--- src/ebu_defs.vh ---
// Constants for the external bus unit: configuration fields, timing counts.
// Assumes inclusion by the bus unit and its window decoder only.
`ifndef EBU_DEFS_VH
`define EBU_DEFS_VH

// =====================================================================
// Widths
`define EBU_AW          24
`define EBU_DW          16
`define EBU_NWIN        4
`define EBU_NCS         5
`define EBU_CFGW        16
`define EBU_CNTW        4

// =====================================================================
// Window select register fields
`define EBU_SEL_BASE_HI 15
`define EBU_SEL_BASE_LO 4
`define EBU_SEL_RNG_HI  3
`define EBU_SEL_RNG_LO  0
`define EBU_ADDR_WIN_LO 12
`define EBU_RNG_ONE     12'h001

// =====================================================================
// Bus configuration register fields
`define EBU_CFG_MCT_HI  3
`define EBU_CFG_MCT_LO  0
`define EBU_CFG_TRI     4
`define EBU_CFG_ALE_EXT 5
`define EBU_CFG_RW_DLY  6
`define EBU_CFG_MODE_HI 8
`define EBU_CFG_MODE_LO 7
`define EBU_CFG_RDY_EN  9
`define EBU_CFG_ACT     10
`define EBU_CFG_RESET   16'h0000

// Bus mode codes: bit 0 is multiplexed, bit 1 is 16-bit data.
`define EBU_MODE_MUX    0
`define EBU_MODE_W16    1

// =====================================================================
// System configuration and status word fields
`define EBU_SYS_UNLATCHED_CS_CFG   6
`define EBU_SYS_SPC_HI  10
`define EBU_SYS_SPC_LO  9
`define EBU_PSW_ARB_EN  10

// Address space codes.
`define EBU_SPC_64K     2'h0
`define EBU_SPC_256K    2'h1
`define EBU_SPC_1M      2'h2
`define EBU_SPC_16M     2'h3
`define EBU_UPM_64K     8'h00
`define EBU_UPM_256K    8'h03
`define EBU_UPM_1M      8'h0f
`define EBU_UPM_16M     8'hff

// =====================================================================
// Timing counts in cycles
`define EBU_ALE_SHORT   4'h0
`define EBU_ALE_LONG    4'h1
`define EBU_CNT_ZERO    4'h0
`define EBU_CNT_ONE     4'h1

`endif

--- src/ebu_window_decode.v ---
// Address window decoder of the external bus unit.
// Assumes window settings are static while an access runs.
`include "ebu_defs.vh"
module ebu_window_decode (
    input  wire [`EBU_AW-1:0]           addr,
    input  wire [`EBU_NWIN*16-1:0]      sel_regs,
    input  wire [`EBU_NWIN-1:0]         win_act,
    output reg  [`EBU_NCS-1:0]          win_hit
);

    // =================================================================
    // Window match
    function win_match;
        input [`EBU_AW-1:0] a;
        input [15:0]        sel;
        reg   [11:0]        mask;
        begin
            mask = ~((`EBU_RNG_ONE << sel[`EBU_SEL_RNG_HI:`EBU_SEL_RNG_LO])
                     - `EBU_RNG_ONE);
            win_match = (((a[`EBU_AW-1:`EBU_ADDR_WIN_LO]
                        ^ sel[`EBU_SEL_BASE_HI:`EBU_SEL_BASE_LO]) & mask)
                        == 12'h000);
        end
    endfunction

    // =================================================================
    // Priority selection
    reg [`EBU_NWIN-1:0] m;
    integer i;
    always @* begin
        m = {`EBU_NWIN{1'b0}};
        for (i = 0; i < `EBU_NWIN; i = i + 1) begin
            m[i] = win_act[i] & win_match(addr, sel_regs[i*16 +: 16]);
        end
        win_hit = 5'h00;
        if (m[3]) begin
            win_hit = 5'h10;
        end else if (m[2]) begin
            win_hit = 5'h08;
        end else if (m[1]) begin
            win_hit = 5'h04;
        end else if (m[0]) begin
            win_hit = 5'h02;
        end else begin
            win_hit = 5'h01;
        end
    end

endmodule // ebu_window_decode

--- src/ebu_external_bus_unit.v ---
// External bus unit: runs processor accesses on the external bus pins.
// Assumes config ports are static between accesses; pins are synchronous.
//
// Overview of operation
// - Single-chip mode or four external modes with 16 to 24 address bits.
// - Demultiplexed: address on address port, data on data port or low byte.
// - Multiplexed: data port carries address then data in one cycle.
// - Cycle time, tri-state time, latch pulse and read/write delay programmable.
// - Four windows, each a select register paired with a bus configuration.
// - Window four beats three, window two beats one on overlap.
// - Addresses outside every window use the default bus configuration.
// - Five chip selects: one per window plus default region.
// - Unlatched bit bypasses chip-select latch, decoding straight from address.
// - Ready input lets slow devices stretch the access until ready.
// - Arbitration enable hands request, acknowledge and hold pins to the unit.
// - Master after reset; slave select bit turns acknowledge into an input.
// - Address space limit drives eight, four, two or no upper address lines.
`include "ebu_defs.vh"
module ebu_external_bus_unit (
    input  wire                         mclk,
    input  wire                         rst_n,
    input  wire                         req_valid,
    output wire                         req_ready,
    input  wire                         req_write,
    input  wire [`EBU_AW-1:0]           req_addr,
    input  wire [`EBU_DW-1:0]           req_wdata,
    output reg                          resp_valid,
    output reg  [`EBU_DW-1:0]           resp_rdata,
    input  wire                         single_chip,
    input  wire [`EBU_NWIN*16-1:0]      window_select_reg,
    input  wire [`EBU_NWIN*16-1:0]      window_bus_config_reg,
    input  wire [`EBU_CFGW-1:0]         default_bus_config_reg,
    input  wire [`EBU_CFGW-1:0]         system_config_reg,
    input  wire [`EBU_CFGW-1:0]         processor_status_word,
    input  wire                         slave_select_dir_bit,
    output wire [`EBU_DW-1:0]           address_port_o,
    output wire                         address_port_oe,
    output wire [7:0]                   upper_addr_o,
    output wire [7:0]                   upper_addr_oe,
    output wire [`EBU_DW-1:0]           data_port_o,
    input  wire [`EBU_DW-1:0]           data_port_i,
    output wire [`EBU_DW-1:0]           data_port_oe,
    output wire                         ale,
    output wire                         rd_n,
    output wire                         wr_n,
    output wire                         ctrl_oe,
    output wire [`EBU_NCS-1:0]          cs_n,
    input  wire                         ready_n,
    input  wire                         hold_n,
    output wire                         hold_ack_pin_o,
    input  wire                         hold_ack_pin_i,
    output wire                         hold_ack_pin_oe,
    output wire                         bus_request_pin_o,
    output wire                         bus_request_pin_oe
);

    // =================================================================
    // States
    localparam [6:0] S_IDLE = 7'h01;
    localparam [6:0] S_ALE  = 7'h02;
    localparam [6:0] S_DLY  = 7'h04;
    localparam [6:0] S_ACC  = 7'h08;
    localparam [6:0] S_TRI  = 7'h10;
    localparam [6:0] S_HOLD = 7'h20;
    localparam [6:0] S_GNT  = 7'h40;

    reg  [6:0]              state_r;
    reg  [6:0]              state_nxt;
    reg  [`EBU_CNTW-1:0]    cnt_r;
    reg  [`EBU_CNTW-1:0]    cnt_nxt;
    reg  [`EBU_AW-1:0]      addr_r;
    reg  [`EBU_DW-1:0]      wdata_r;
    reg                     write_r;
    reg  [`EBU_CFGW-1:0]    cfg_r;
    reg  [`EBU_NCS-1:0]     cs_lat_r;
    reg                     arb_on_r;
    wire [`EBU_NCS-1:0]     req_hit;
    wire [`EBU_NCS-1:0]     addr_hit;
    wire [`EBU_NWIN-1:0]    win_act;
    reg  [`EBU_CFGW-1:0]    sel_cfg;

    // =================================================================
    // Window decoding
    genvar g;
    generate
        for (g = 0; g < `EBU_NWIN; g = g + 1) begin : g_act
            assign win_act[g] =
                window_bus_config_reg[g*16 + `EBU_CFG_ACT];
        end
    endgenerate

    ebu_window_decode u_req_dec (
        .addr     (req_addr),
        .sel_regs (window_select_reg),
        .win_act  (win_act),
        .win_hit  (req_hit)
    );

    ebu_window_decode u_bus_dec (
        .addr     (addr_r),
        .sel_regs (window_select_reg),
        .win_act  (win_act),
        .win_hit  (addr_hit)
    );

    integer k;
    always @* begin
        sel_cfg = default_bus_config_reg;
        for (k = 0; k < `EBU_NWIN; k = k + 1) begin
            if (req_hit[k+1]) begin
                sel_cfg = window_bus_config_reg[k*16 +: 16];
            end
        end
    end

    // =================================================================
    // Arbitration
    wire arb_en    = arb_on_r;
    wire slave     = arb_en & slave_select_dir_bit;
    wire granted   = ~slave | ~hold_ack_pin_i;
    wire hold_req  = arb_en & ~slave & ~hold_n;
    wire in_hold   = (state_r == S_HOLD);
    wire float_bus = in_hold | (slave & (state_r == S_IDLE) & ~granted);

    always @(posedge mclk or negedge rst_n) begin
        if (!rst_n) begin
            arb_on_r <= 1'b0;
        end else if (processor_status_word[`EBU_PSW_ARB_EN]) begin
            arb_on_r <= 1'b1;
        end
    end

    // =================================================================
    // Bus cycle sequencer
    wire cfg_mux  = cfg_r[`EBU_CFG_MODE_LO + `EBU_MODE_MUX];
    wire cfg_w16  = cfg_r[`EBU_CFG_MODE_LO + `EBU_MODE_W16];
    wire acc_done = (cnt_r == `EBU_CNT_ZERO) &
                    (~cfg_r[`EBU_CFG_RDY_EN] | ~ready_n);

    assign req_ready = (state_r == S_IDLE) & ~single_chip & ~hold_req &
                       granted;

    always @* begin
        state_nxt = state_r;
        cnt_nxt   = cnt_r;
        case (state_r)
            S_IDLE: begin
                if (hold_req) begin
                    state_nxt = S_HOLD;
                end else if (req_valid && req_ready) begin
                    state_nxt = S_ALE;
                    cnt_nxt   = sel_cfg[`EBU_CFG_ALE_EXT] ?
                                `EBU_ALE_LONG : `EBU_ALE_SHORT;
                end
            end
            S_ALE: begin
                if (cnt_r != `EBU_CNT_ZERO) begin
                    cnt_nxt = cnt_r - `EBU_CNT_ONE;
                end else if (cfg_r[`EBU_CFG_RW_DLY]) begin
                    state_nxt = S_DLY;
                end else begin
                    state_nxt = S_ACC;
                    cnt_nxt   = cfg_r[`EBU_CFG_MCT_HI:`EBU_CFG_MCT_LO];
                end
            end
            S_DLY: begin
                state_nxt = S_ACC;
                cnt_nxt   = cfg_r[`EBU_CFG_MCT_HI:`EBU_CFG_MCT_LO];
            end
            S_ACC: begin
                if (acc_done) begin
                    state_nxt = (cfg_r[`EBU_CFG_TRI] && !write_r) ?
                                S_TRI : S_IDLE;
                end else if (cnt_r != `EBU_CNT_ZERO) begin
                    cnt_nxt = cnt_r - `EBU_CNT_ONE;
                end
            end
            S_TRI: begin
                state_nxt = S_IDLE;
            end
            S_HOLD: begin
                if (hold_n) begin
                    state_nxt = S_GNT;
                end
            end
            S_GNT: begin
                state_nxt = S_IDLE;
            end
            default: begin
                state_nxt = S_IDLE;
            end
        endcase
    end

    always @(posedge mclk or negedge rst_n) begin
        if (!rst_n) begin
            state_r    <= S_IDLE;
            cnt_r      <= `EBU_CNT_ZERO;
            addr_r     <= {`EBU_AW{1'b0}};
            wdata_r    <= {`EBU_DW{1'b0}};
            write_r    <= 1'b0;
            cfg_r      <= `EBU_CFG_RESET;
            cs_lat_r   <= {`EBU_NCS{1'b0}};
            resp_valid <= 1'b0;
            resp_rdata <= {`EBU_DW{1'b0}};
        end else begin
            state_r    <= state_nxt;
            cnt_r      <= cnt_nxt;
            resp_valid <= 1'b0;
            if (state_r == S_IDLE && req_valid && req_ready) begin
                addr_r   <= req_addr;
                wdata_r  <= req_wdata;
                write_r  <= req_write;
                cfg_r    <= sel_cfg;
                cs_lat_r <= req_hit;
            end
            if (state_r == S_ACC && acc_done) begin
                resp_valid <= 1'b1;
                cs_lat_r   <= {`EBU_NCS{1'b0}};
                if (!write_r) begin
                    resp_rdata <= cfg_w16 ? data_port_i :
                        {8'h00, data_port_i[7:0]};
                end
            end
        end
    end

    // =================================================================
    // Pin drive
    wire busy     = ~(state_r == S_IDLE) & ~in_hold & ~(state_r == S_GNT);
    wire addr_ph  = (state_r == S_ALE) | (state_r == S_DLY);
    wire wr_ph    = (state_r == S_ACC) & write_r;
    wire [1:0] spc = system_config_reg[`EBU_SYS_SPC_HI:`EBU_SYS_SPC_LO];
    reg  [7:0] up_mask;

    always @* begin
        case (spc)
            `EBU_SPC_64K:  up_mask = `EBU_UPM_64K;
            `EBU_SPC_256K: up_mask = `EBU_UPM_256K;
            `EBU_SPC_1M:   up_mask = `EBU_UPM_1M;
            default:       up_mask = `EBU_UPM_16M;
        endcase
    end

    assign address_port_o  = addr_r[`EBU_DW-1:0];
    assign address_port_oe = ~float_bus & ~cfg_mux & ~single_chip;
    assign upper_addr_o    = addr_r[`EBU_AW-1:`EBU_DW] & up_mask;
    assign upper_addr_oe   = (float_bus | single_chip) ? 8'h00 : up_mask;

    assign data_port_o  = (cfg_mux && addr_ph) ? addr_r[`EBU_DW-1:0] :
                          wdata_r;
    assign data_port_oe = ~busy ? {`EBU_DW{1'b0}} :
                          (cfg_mux && addr_ph) ? {`EBU_DW{1'b1}} :
                          !wr_ph ? {`EBU_DW{1'b0}} :
                          cfg_w16 ? {`EBU_DW{1'b1}} : 16'h00ff;

    assign ale     = (state_r == S_ALE);
    assign rd_n    = ~((state_r == S_ACC) & ~write_r);
    assign wr_n    = ~wr_ph;
    assign ctrl_oe = ~float_bus & ~single_chip;

    // Latched selects hold for the cycle; unlatched follow the address.
    assign cs_n = float_bus ? {`EBU_NCS{1'b1}} :
                  system_config_reg[`EBU_SYS_UNLATCHED_CS_CFG] ? ~addr_hit :
                  ~cs_lat_r;

    assign hold_ack_pin_o     = ~in_hold;
    assign hold_ack_pin_oe    = arb_en & ~slave;
    assign bus_request_pin_o  = ~((slave & req_valid & ~granted) |
                                  (in_hold & req_valid));
    assign bus_request_pin_oe = arb_en;

endmodule // ebu_external_bus_unit

--- config.mk ---
export PLATFORM = sky130hd
export DESIGN_NAME = ebu_external_bus_unit
export DESIGN_NICKNAME = d
export VERILOG_FILES = /design/src/ebu_window_decode.v /design/src/ebu_external_bus_unit.v
export VERILOG_INCLUDE_DIRS = /design/src
export SDC_FILE = /design/constraint.sdc
export NUM_CORES = 1
export LEC_CHECK = 0
export BUFFER_PORTS_ARGS = -buffer_cell sky130_fd_sc_hd__buf_2
export CAP_MARGIN = 10
export CORE_UTILIZATION = 35
export DETAILED_ROUTE_END_ITERATION = 8
export GPL_TIMING_DRIVEN = 0
export PLACE_DENSITY_LB_ADDON = 0.12
export SKIP_CTS_REPAIR_TIMING = 1
export SLEW_MARGIN = 25
export SYNTH_ARGS = -nofsm -noshare
export SYNTH_HDL_FRONTEND = slang
export SYNTH_HIERARCHICAL = 1
export SYNTH_SLANG_ARGS = --single-unit
--- constraint.sdc ---
create_clock -name mclk -period 2.7 [get_ports mclk]
set_input_delay 0.27 -clock mclk [delete_from_list [all_inputs] [get_ports mclk]]
set_output_delay 0.27 -clock mclk [all_outputs]
set_load 0.05 [all_outputs]
## Word level (Yosys, flattened, before mapping)

Index checks and enable logic that the tools add are counted.

- Bits of input ports: 241
- Register bits after elaboration: 85
- Logic and storage cells: 173
- Output and inout bits: 96

- Add/subtract/negate cells: 5
- Shift-type cells: 4
- Bitwise gates (word level): 73
- Muxes and demuxes: 41
- Eq/ne operators: 17
- Reductions and logical operators: 23

Operators with widths:

| kind | count |
|---|---|
| $and A12 B12 Y12 | 8 |
| $logic_not A12 Y1 | 8 |
| $mux W16 | 6 |
| $xor A12 B12 Y12 | 8 |
| $mux W5 | 11 |
| $not A12 Y12 | 4 |
| $shl A1 B4 Y12 const A | 4 |
| $sub A12 B1 Y12 const B | 4 |
| $mux W10 | 4 |
| $mux W7 | 5 |
| $pmux W7 S5 | 1 |
| $mux W4 | 7 |
| $and A1 B1 Y1 | 27 |
| $pmux W8 S3 | 1 |
| $not A1 Y1 | 17 |
| $pmux W4 S4 | 1 |
| $ne A2 B2 Y1 const B | 6 |
| $not A5 Y5 | 2 |
| $and A8 B8 Y8 | 1 |
| $mux W8 | 1 |
| $reduce_bool A4 Y1 | 2 |
| $eq A7 B1 Y1 const B | 1 |
| $eq A7 B2 Y1 const B | 1 |
| $eq A7 B3 Y1 const B | 1 |
| other kinds (19) | 32 |

## Longest topological paths before layout

Gate-level depths: netlist of run 1.

- Depth in word-level cells: 18
- Gate-level depth with buffers: 17
- Mapped depth without buffers: 14

## Hierarchy

The synthesis of run 1 kept the hierarchy.

Modules (own cells, without submodules):

| module | times used | area each (um^2) | cells an instance |
|---|---|---|---|
| ebu_external_bus_unit | 1 | 4780.8 | 535 |
| ebu_window_decode (u_bus_dec) | 1 | 1435.1 | 196 |
| ebu_window_decode (u_req_dec) | 1 | 1336.3 | 190 |

## Worst setup path after synthesis of run 1

OpenSTA, ideal clock, no wires.

- Kind: input -> register
- Start point: input window_select_reg[2]
- End point: register cfg_r[0]
- Buffers on the path: 2
- Path slack: -0.813 ns
- Required time: 2.575 ns
- Setup time: 0.125 ns
- Stages on the path: 16
- Arrival: 3.388 ns
- Cells stage by stage: buf_2 nor2_1 nand3_1 ha_1 or3_1 a21oi_1 nor3_1 a311oi_1 o2111ai_1 nor4b_2 buf_1 mux2i_1 o21ai_0 mux2i_1 o21ai_0 mux2_2

- Longest elaborated chain between the ends: 14

RTL lines:

| element | RTL line | text |
|---|---|---|
| from (decl) | ebu_external_bus_unit.v:30 | `` input wire [`EBU_NWIN*16-1:0] window_select_reg, `` |
| $shl A1 B4 Y12 (no line) | - |  |
| $sub A12 B1 Y12 (no line) | - |  |
| $not A12 Y12 | ebu_window_decode.v:18 | `` mask = ~((`EBU_RNG_ONE << sel[`EBU_SEL_RNG_HI:`EBU_SEL_RNG_LO]) `` |
| $and A12 B12 Y12 | ebu_window_decode.v:20 | `` win_match = (((a[`EBU_AW-1:`EBU_ADDR_WIN_LO] `` |
| $logic_not A12 Y1 | ebu_window_decode.v:20 |  |
| $and A1 B1 Y1 | ebu_window_decode.v:33 | `m[i] = win_act[i] & win_match(addr, sel_regs[i*16 +: 16]);` |
| $mux W2 | ebu_window_decode.v:42 | `end else if (m[0]) begin` |
| $mux W5 | ebu_window_decode.v:40 | `end else if (m[1]) begin` |
| $mux W5 | ebu_window_decode.v:38 | `end else if (m[2]) begin` |
| $mux W5 | ebu_window_decode.v:36 | `if (m[3]) begin` |
| net req_hit[1] | ebu_external_bus_unit.v:77 | `` wire [`EBU_NCS-1:0] req_hit; `` |
| $mux W10 (4 in a row) | ebu_external_bus_unit.v:110 | `if (req_hit[k+1]) begin` |
| to (signal assigned) | ebu_external_bus_unit.v:202 | `` cfg_r <= `EBU_CFG_RESET; `` |
| to (signal assigned) | ebu_external_bus_unit.v:214 | `cfg_r <= sel_cfg;` |
| to (decl) | ebu_external_bus_unit.v:74 | `` reg [`EBU_CFGW-1:0] cfg_r; `` |

The timed path passes the listed nets, and every way through them passes these cells.
A chain may end at the register's enable or synchronous reset.

## Worst setup path after layout of run 1

- Start point: input window_select_reg[2]
- End point: register cfg_r[3]

The elaborated chain is that of the path after synthesis.

==> impl_metrics.tcl, run 1 <==
set metrics [dict create \
    outcome "finished, violations left" \
    violations "setup timing" \
    grt_max_degree 46 \
    max_cap_violations 0 \
    p_leak_uw 0.00500 \
    rsz0062_at_grt "true" \
    diodes 0 \
    io_pins 337 \
    clock_sinks 84 \
    ff_latch_area_sq_um 2100 \
    synth.area.top_cells "dfrtp_1 28%, nand2_1 10%, xor2_1 6.3%" \
    drc_errors 0 \
    hold_ws_ns 0.106 \
    yosys.area_share.simple 0.254 \
    synth_xor_area_frac 0.123 \
    drive_gt1_frac 0.419 \
    wirelength_um 26800 \
    cts_root_buf "clkbuf_16" \
    synth_common_cells "208 x nand2_1, 83 x dfrtp_1, 63 x o21ai_0, 54 x xor2_1, 52 x xnor2_1" \
    setup-violations-final 45 \
    synth_top_family_by_area "simple AND/OR/NAND/NOR gates" \
    crit_path_end_kind "flop" \
    ant_nets 0 \
    crit_type "in2reg" \
    crit_arrival_ns 3.58 \
    core_area_sq_um 21100 \
    portBuffers 279 \
    synthDistinctLibCells 76 \
    cp_max_fo 6 \
    final.setup_skew_ns 0.00700 \
    nFillCells 2124 \
    yosysWarnings 6 \
    vias 7763 \
    synthCells 921 \
    place_congestion 0.935 \
    tightestPinTransition_ns 0.610 \
    clockBufferDepth 2 \
    fin_crit_sh 1.24 \
    die_w_um 149 \
    syn_avg_cell_area_sq_um 8.20 \
    hold_path.class "in2reg" \
    yosys.area.top_type "dfrtp_1" \
    max_freq_mhz 299 \
    cp.required_ns 2.93 \
    grt_use_total 0.234 \
    grt_pass1_wl_um 39800 \
    drt_iter0_drc 517 \
    avgRoutedWirePerCell_um 17.7 \
    ys_seq_elements 84 \
    vias_per_cell 5.12 \
    grt_pass1_vias 7215 \
    cts_max_level 3 \
    num-nets-final 1486 \
    antenna_found_initial 0 \
    min_period_ns 3.35 \
    netlist_area_sq_um 7550 \
    yosysSeqAreaShare 0.278 \
    syn_nets 1172 \
    slew_headroom 0.592 \
    synth_compound_area_frac 0.153 \
    async_reset_ff_frac 1.00 \
    clk_pin_slew_worst_paths_ns 0.07 \
    synth.top_cell.area_share 0.275 \
    ir_worst_vdd_mv 0.608 \
    final_util 0.501 \
    area_growth_pct 39.8 \
    die_area_sq_um 22200 \
    power.density_nw_per_um2 767 \
    multi_input_area_sq_um 5220 \
    place_hpwl_um 20300 \
    synthAdderAreaFrac 0.0166 \
    fin_ws_ns -0.648 \
    crit_path_start_kind "input port" \
    yosys-mux-area-fraction 0.0868 \
    yosysMostFrequentCell "nand2_1" \
    tritoncts "built" \
    synth-edff-count 0 \
    cts_buffers 9 \
    grt-ovfl-total 0 \
    clock_latency_ns 0.35 \
    dieHeight_um 149 \
    rows 53 \
    hold_viol 0 \
    synthFlopType "dfrtp_1" \
    initial_core_util 0.358 \
    drv_slew 0 \
    drtPass1Iterations 5 \
]
-- cells in the final DEF (no fill, tap or decap), types with 18 or more instances in the layout --
cell type / count
clkbuf_4: 25
buf_4: 67
nand2_1: 199
buf_6: 18
dfrtp_1: 82
xor2_1: 54
a21oi_1: 34
xnor2_1: 52
mux2_2: 24
buf_2: 253
o21ai_0: 45
nor2_1: 31
-- logic make-up after synthesis --
logic type	after synthesis
buffers and inverters	109
AO/OA/AOI/OAI	182
adder cells (fa/ha/maj)	10
multiplexers	59
flip-flops	84
AND/OR/NAND/NOR	371
XOR/XNOR	106
-- state kept, by name, indices dropped and copies added (netlist names) --
name and cells:
bus_request_pin_oe 1, resp_valid 1, cnt_r 4, state_r 7, addr_r 24, cfg_r 9, write_r 1, resp_rdata 16
cs_lat_r 5, wdata_r 16
-- report_power, final --
group	leakage (uW)	total (uW)	switching (uW)	internal, uW
Sequential	0.00106	2270	571	1700
Combinational	0.00377	4380	2710	1670
Clock	0.000166	1450	540	909
Total	0.00500	8100	3820	4270
-- per-stage QoR --
stage / TNS (ns) / cells / instance area (sq um) / setup WS [ns] / total power, uW
final: -8.87 / 1515 / 10600 / -0.648 / 8100
after global routing: -12.54 / 1515 / 10600 / -0.729 / 8540
after CTS: -28.92 / 1492 / 9860 / -0.939 / 7870
after detailed placement: -21.11 / 1476 / 9510 / -1.31 / 6390
after global placement: -20.80 / 1475 / 9480 / -1.31 / 6360
after floorplan: -4.27 / 921 / 7740 / -0.363 / 5220
-- worst max-delay path, cell delays in order --
cell and delay [ns]:
buf_8 0.10, buf_8 0.12, nor2_4 0.14, nand3_2 0.11, ha_4 0.19, or3_4 0.34
a21oi_4 0.16, nor3_2 0.06, a311oi_1 0.34, o2111ai_2 0.27, nor4b_4 0.39, buf_6 0.20
buf_12 0.13, mux2i_1 0.17, o21ai_1 0.07, mux2i_1 0.13, o21ai_1 0.10, mux2_4 0.26
-- path summary, 6_finish.rpt --
path / start / to / slack, ns / depth (start not counted)
setup / recovery: window_select_reg[2] / cfg_r[3]$_DFFE_PN0P_ / -0.65 / 18
min in group asynchronous: rst_n / bus_request_pin_oe$_DFFE_PN0P_ / 0.42 / 2
hold reg to reg: resp_rdata[11]$_DFFE_PN0P_ / resp_rdata[11]$_DFFE_PN0P_ / 0.47 / 2
setup reg to reg: state_r[0]$_DFFE_PN1P_ / cnt_r[1]$_DFFE_PN0P_ / 0.12 / 5
hold / removal: req_addr[5] / addr_r[5]$_DFFE_PN0P_ / 0.11 / 3
max in group asynchronous: rst_n / state_r[0]$_DFFE_PN1P_ / 1.66 / 3
-- per-layer routing --
| layer | GRT usage | vias to the layer above | part of all wire |
|---|---|---|---|
| met1 | 0.327 | 3636 | 0.46 |
| li1 | - | 3797 | - |
| met3 | 0.0398 | 29 | 0.067 |
| met5 | 0 | - | 0 |
| met4 | 0.0745 | 0 | 0.019 |
| met2 | 0.366 | 301 | 0.46 |
-- cell type report --
class                           count  share of cell area
Multi-Input combinational cell    728               0.494
Sequential cell                    84               0.199
Timing Repair Buffer              306               0.171
Buffer                             88              0.0634
Tap cell                          275              0.0326
Clock buffer                        9              0.0213
Clock inverter                      7              0.0114
Inverter                           18             0.00675
(Power assumes the default switching activity.)
==> run 2, diff against run 1 <==
--- a/config.mk
+++ b/config.mk
@@ -11,8 +11,10 @@
 export CORE_UTILIZATION = 35
 export DETAILED_ROUTE_END_ITERATION = 8
 export GPL_TIMING_DRIVEN = 0
+export HOLD_SLACK_MARGIN = 0.1
 export PLACE_DENSITY_LB_ADDON = 0.12
 export SKIP_CTS_REPAIR_TIMING = 1
+export SKIP_LAST_GASP = 1
 export SLEW_MARGIN = 25
 export SYNTH_ARGS = -nofsm -noshare
 export SYNTH_HDL_FRONTEND = slang
==> constraint.sdc (replaced) <==
create_clock -name mclk -period 2.8 [get_ports mclk]
set_input_delay 0.28 -clock mclk [delete_from_list [all_inputs] [get_ports mclk]]
set_output_delay 0.28 -clock mclk [all_outputs]
set_load 0.05 [all_outputs]
==> run 2 against run 1 <==
  * The flow still finishes with violations (setup timing)
  * Non-clock buffer count grew 6
  * Wire length grew 4.0%
  * Design area grew 0.75%
  * Sequential power shrank 6%
  * Via count grew 0.63%
  * Utilization grew 0.37 points
  * Sequential share of layout area shrank 0.11 points
  * First-iteration DRC count shrank 27%
  * Combinational power shrank 2%
  * Power shrank 4.1%
  * Register-to-register slack gained 0.12 ns
==> impl_metrics.tcl, run 2 (synthesized netlist as in run 1, its figures left out) <==
set metrics [dict create \
    outcome "finished, violations left" \
    violations "setup timing" \
    power_frac_comb 0.553 \
    rr_endpoint "cnt_r[0]$_DFFE_PN0P_" \
    clock_sinks 84 \
    die_w_um 149 \
    grt_pass1_wl_um 40300 \
    clkPwrFrac 0.171 \
    wirelength_um 27900 \
    vias 7812 \
    max_stage_delay_ns 0.35 \
    hold_ws_ns 0.114 \
    clock_latency_ns 0.35 \
    tightestPinTransition_ns 0.644 \
    min_period_ns 3.30 \
    internal-power_uw 4070 \
    p_seq_frac 0.276 \
    drive_gt1_frac 0.431 \
    portBuffers 279 \
    ant_nets 0 \
    max_cap_violations 0 \
    fin_crit_sh 1.18 \
    die_area_sq_um 22200 \
    avgRoutedWirePerCell_um 18.3 \
    grt_use_met3 0.0676 \
    finalPower_uw 7770 \
    worstSetupEndpoint "cfg_r[7]$_DFFE_PN0P_" \
    crit_arrival_ns 3.54 \
    gr-max-usage-layer "met2" \
    hold_viol 0 \
    met1_usage 0.322 \
    setup-violations-final 14 \
    max_freq_mhz 303 \
    mostFrequentLayoutCell "buf_2" \
    startpoint "window_select_reg[3]" \
    tritoncts "built" \
    cp_cell_sequence "buf_2, inv_1, nand3_2, ha_4, or3_4, a21oi_4, nor3_2, a311oi_2, o2111ai_2, buf_6, nor4b_4, buf_6, buf_12, buf_4, mux2i_1, o21ai_1, mux2i_1, o21ai_1, mux2_2" \
    regMostFlops "addr_r" \
    crit_path_end_kind "flop" \
    drc_errors 0 \
    fin_ws_ns -0.504 \
    r2r_cells 5 \
    drt_iter0_drc 377 \
    swShare 0.475 \
    crit_type "in2reg" \
    rows 53 \
    core_area_sq_um 21100 \
    layout_common_cells "273 x buf_2, 199 x nand2_1, 79 x dfrtp_1, 62 x buf_4, 54 x xor2_1" \
    tns_ns -5.15 \
    cts_root_buf "clkbuf_16" \
    largest_reg_flops 24 \
    final_util 0.505 \
    p_leak_uw 0.00507 \
    cp_max_fo 9 \
    cp.required_ns 3.04 \
    drtPass1Iterations 5 \
    area_growth_pct 40.9 \
    drv_slew 0 \
    grt-ovfl-total 0 \
    grt_pass1_vias 7096 \
    crit_path_start_kind "input port" \
    initial_core_util 0.358 \
    cts_buffers 9 \
    nFillCells 2084 \
    dpl_worst_slack_ns -1.17 \
    r2r-start "state_r[0]$_DFFE_PN1P_" \
    largestRegisters "addr_r x24, resp_rdata x16, wdata_r x16" \
    vias_per_cell 5.12 \
    cts_max_level 3 \
    rrSetupSlack_ns 0.24 \
    clk_pin_slew_worst_paths_ns 0.07 \
    slowest_stage "or3_4" \
    grt_util_met2 0.376 \
    antenna_found_initial 5 \
    place_hpwl_um 20700 \
    place_congestion 0.946 \
    p_sw_uw 3690 \
    dieHeight_um 149 \
    grt_max_degree 51 \
    rsz0062_at_grt "true" \
    clockBufferDepth 2 \
    slew_headroom 0.560 \
    final.setup_skew_ns 0.00846 \
    hp-start "req_addr[2]" \
    ir_worst_vdd_mv 0.598 \
    hold_path.class "in2reg" \
    grt_use_total 0.240 \
    power.density_nw_per_um2 730 \
    io_pins 337 \
    num-nets-final 1492 \
]
[run 2: changes by cell type in the layout (fill, tap and decap cells not counted), sizes merged]
cell      delta
buf         +22
clkbuf      -15
diode        +4
bufinv       -1
clkinv       -1
clkinvlp     +1
[run 2: metrics by stage]
stage / std cells / instance area, sq um
2_1_floorplan: 921 / 7690
3_3_place_gp: 1475 / 9430
3_5_place_dp: 1476 / 9460
4_1_cts: 1492 / 9800
5_1_grt: 1523 / 10600
6_report: 1525 / 10600
[run 2: layer usage]
layer,part of all wire,vias up
met5,0.00057,-
met2,0.47,291
li1,-,3821
met1,0.44,3672
met4,0.015,2
met3,0.078,26
[run 2: cell type report]
type | count | area, sq um | area share
well taps | 275 | 344 | 0.0323
clock buffers | 10 | 239 | 0.0225
clock inverters | 6 | 92.6 | 0.00870
flip-flops and latches | 84 | 2110 | 0.198
inverters | 18 | 71.3 | 0.00670
repair buffers | 313 | 1860 | 0.175
diodes | 4 | 10.0 | 0.000941
plain buffers | 87 | 681 | 0.0640
multi-input cells | 728 | 5230 | 0.492
[run 2: how the worst min path moves through the flow]
stage / to / slack, ns / cells past startpoint
floorplan: addr_r[0]$_DFFE_PN0P_ / -0.02 / 0
global placement: wdata_r[15]$_DFFE_PN0P_ / 0.45 / 2
detailed placement: state_r[5]$_DFFE_PN0P_ / 0.20 / 1
CTS: state_r[5]$_DFFE_PN0P_ / -0.17 / 1
global route: bus_request_pin_oe$_DFFE_PN0P_ / 0.11 / 2
finish: addr_r[2]$_DFFE_PN0P_ / 0.11 / 3
[run 2: power by group through the flow]
stage / sequential (uW) / combinational, uW / clock (uW)
6_report: 2140 / 4290 / 1330
4_1_cts: 2140 / 4000 / 1360
3_3_place_gp: 2150 / 3970 / 0
5_1_grt: 2220 / 4600 / 1420
2_1_floorplan: 2090 / 2910 / 0
3_5_place_dp: 2160 / 3980 / 0
[run 2: worst max-delay path, delay by kind of cell]
family / cells / cell delay, ns
buffers and inverters: 6 / 0.94
AND/OR/NAND/NOR: 4 / 0.80
AO/OA/AOI/OAI: 5 / 0.76
multiplexers: 3 / 0.56
adder cells (fa/ha/maj): 1 / 0.18
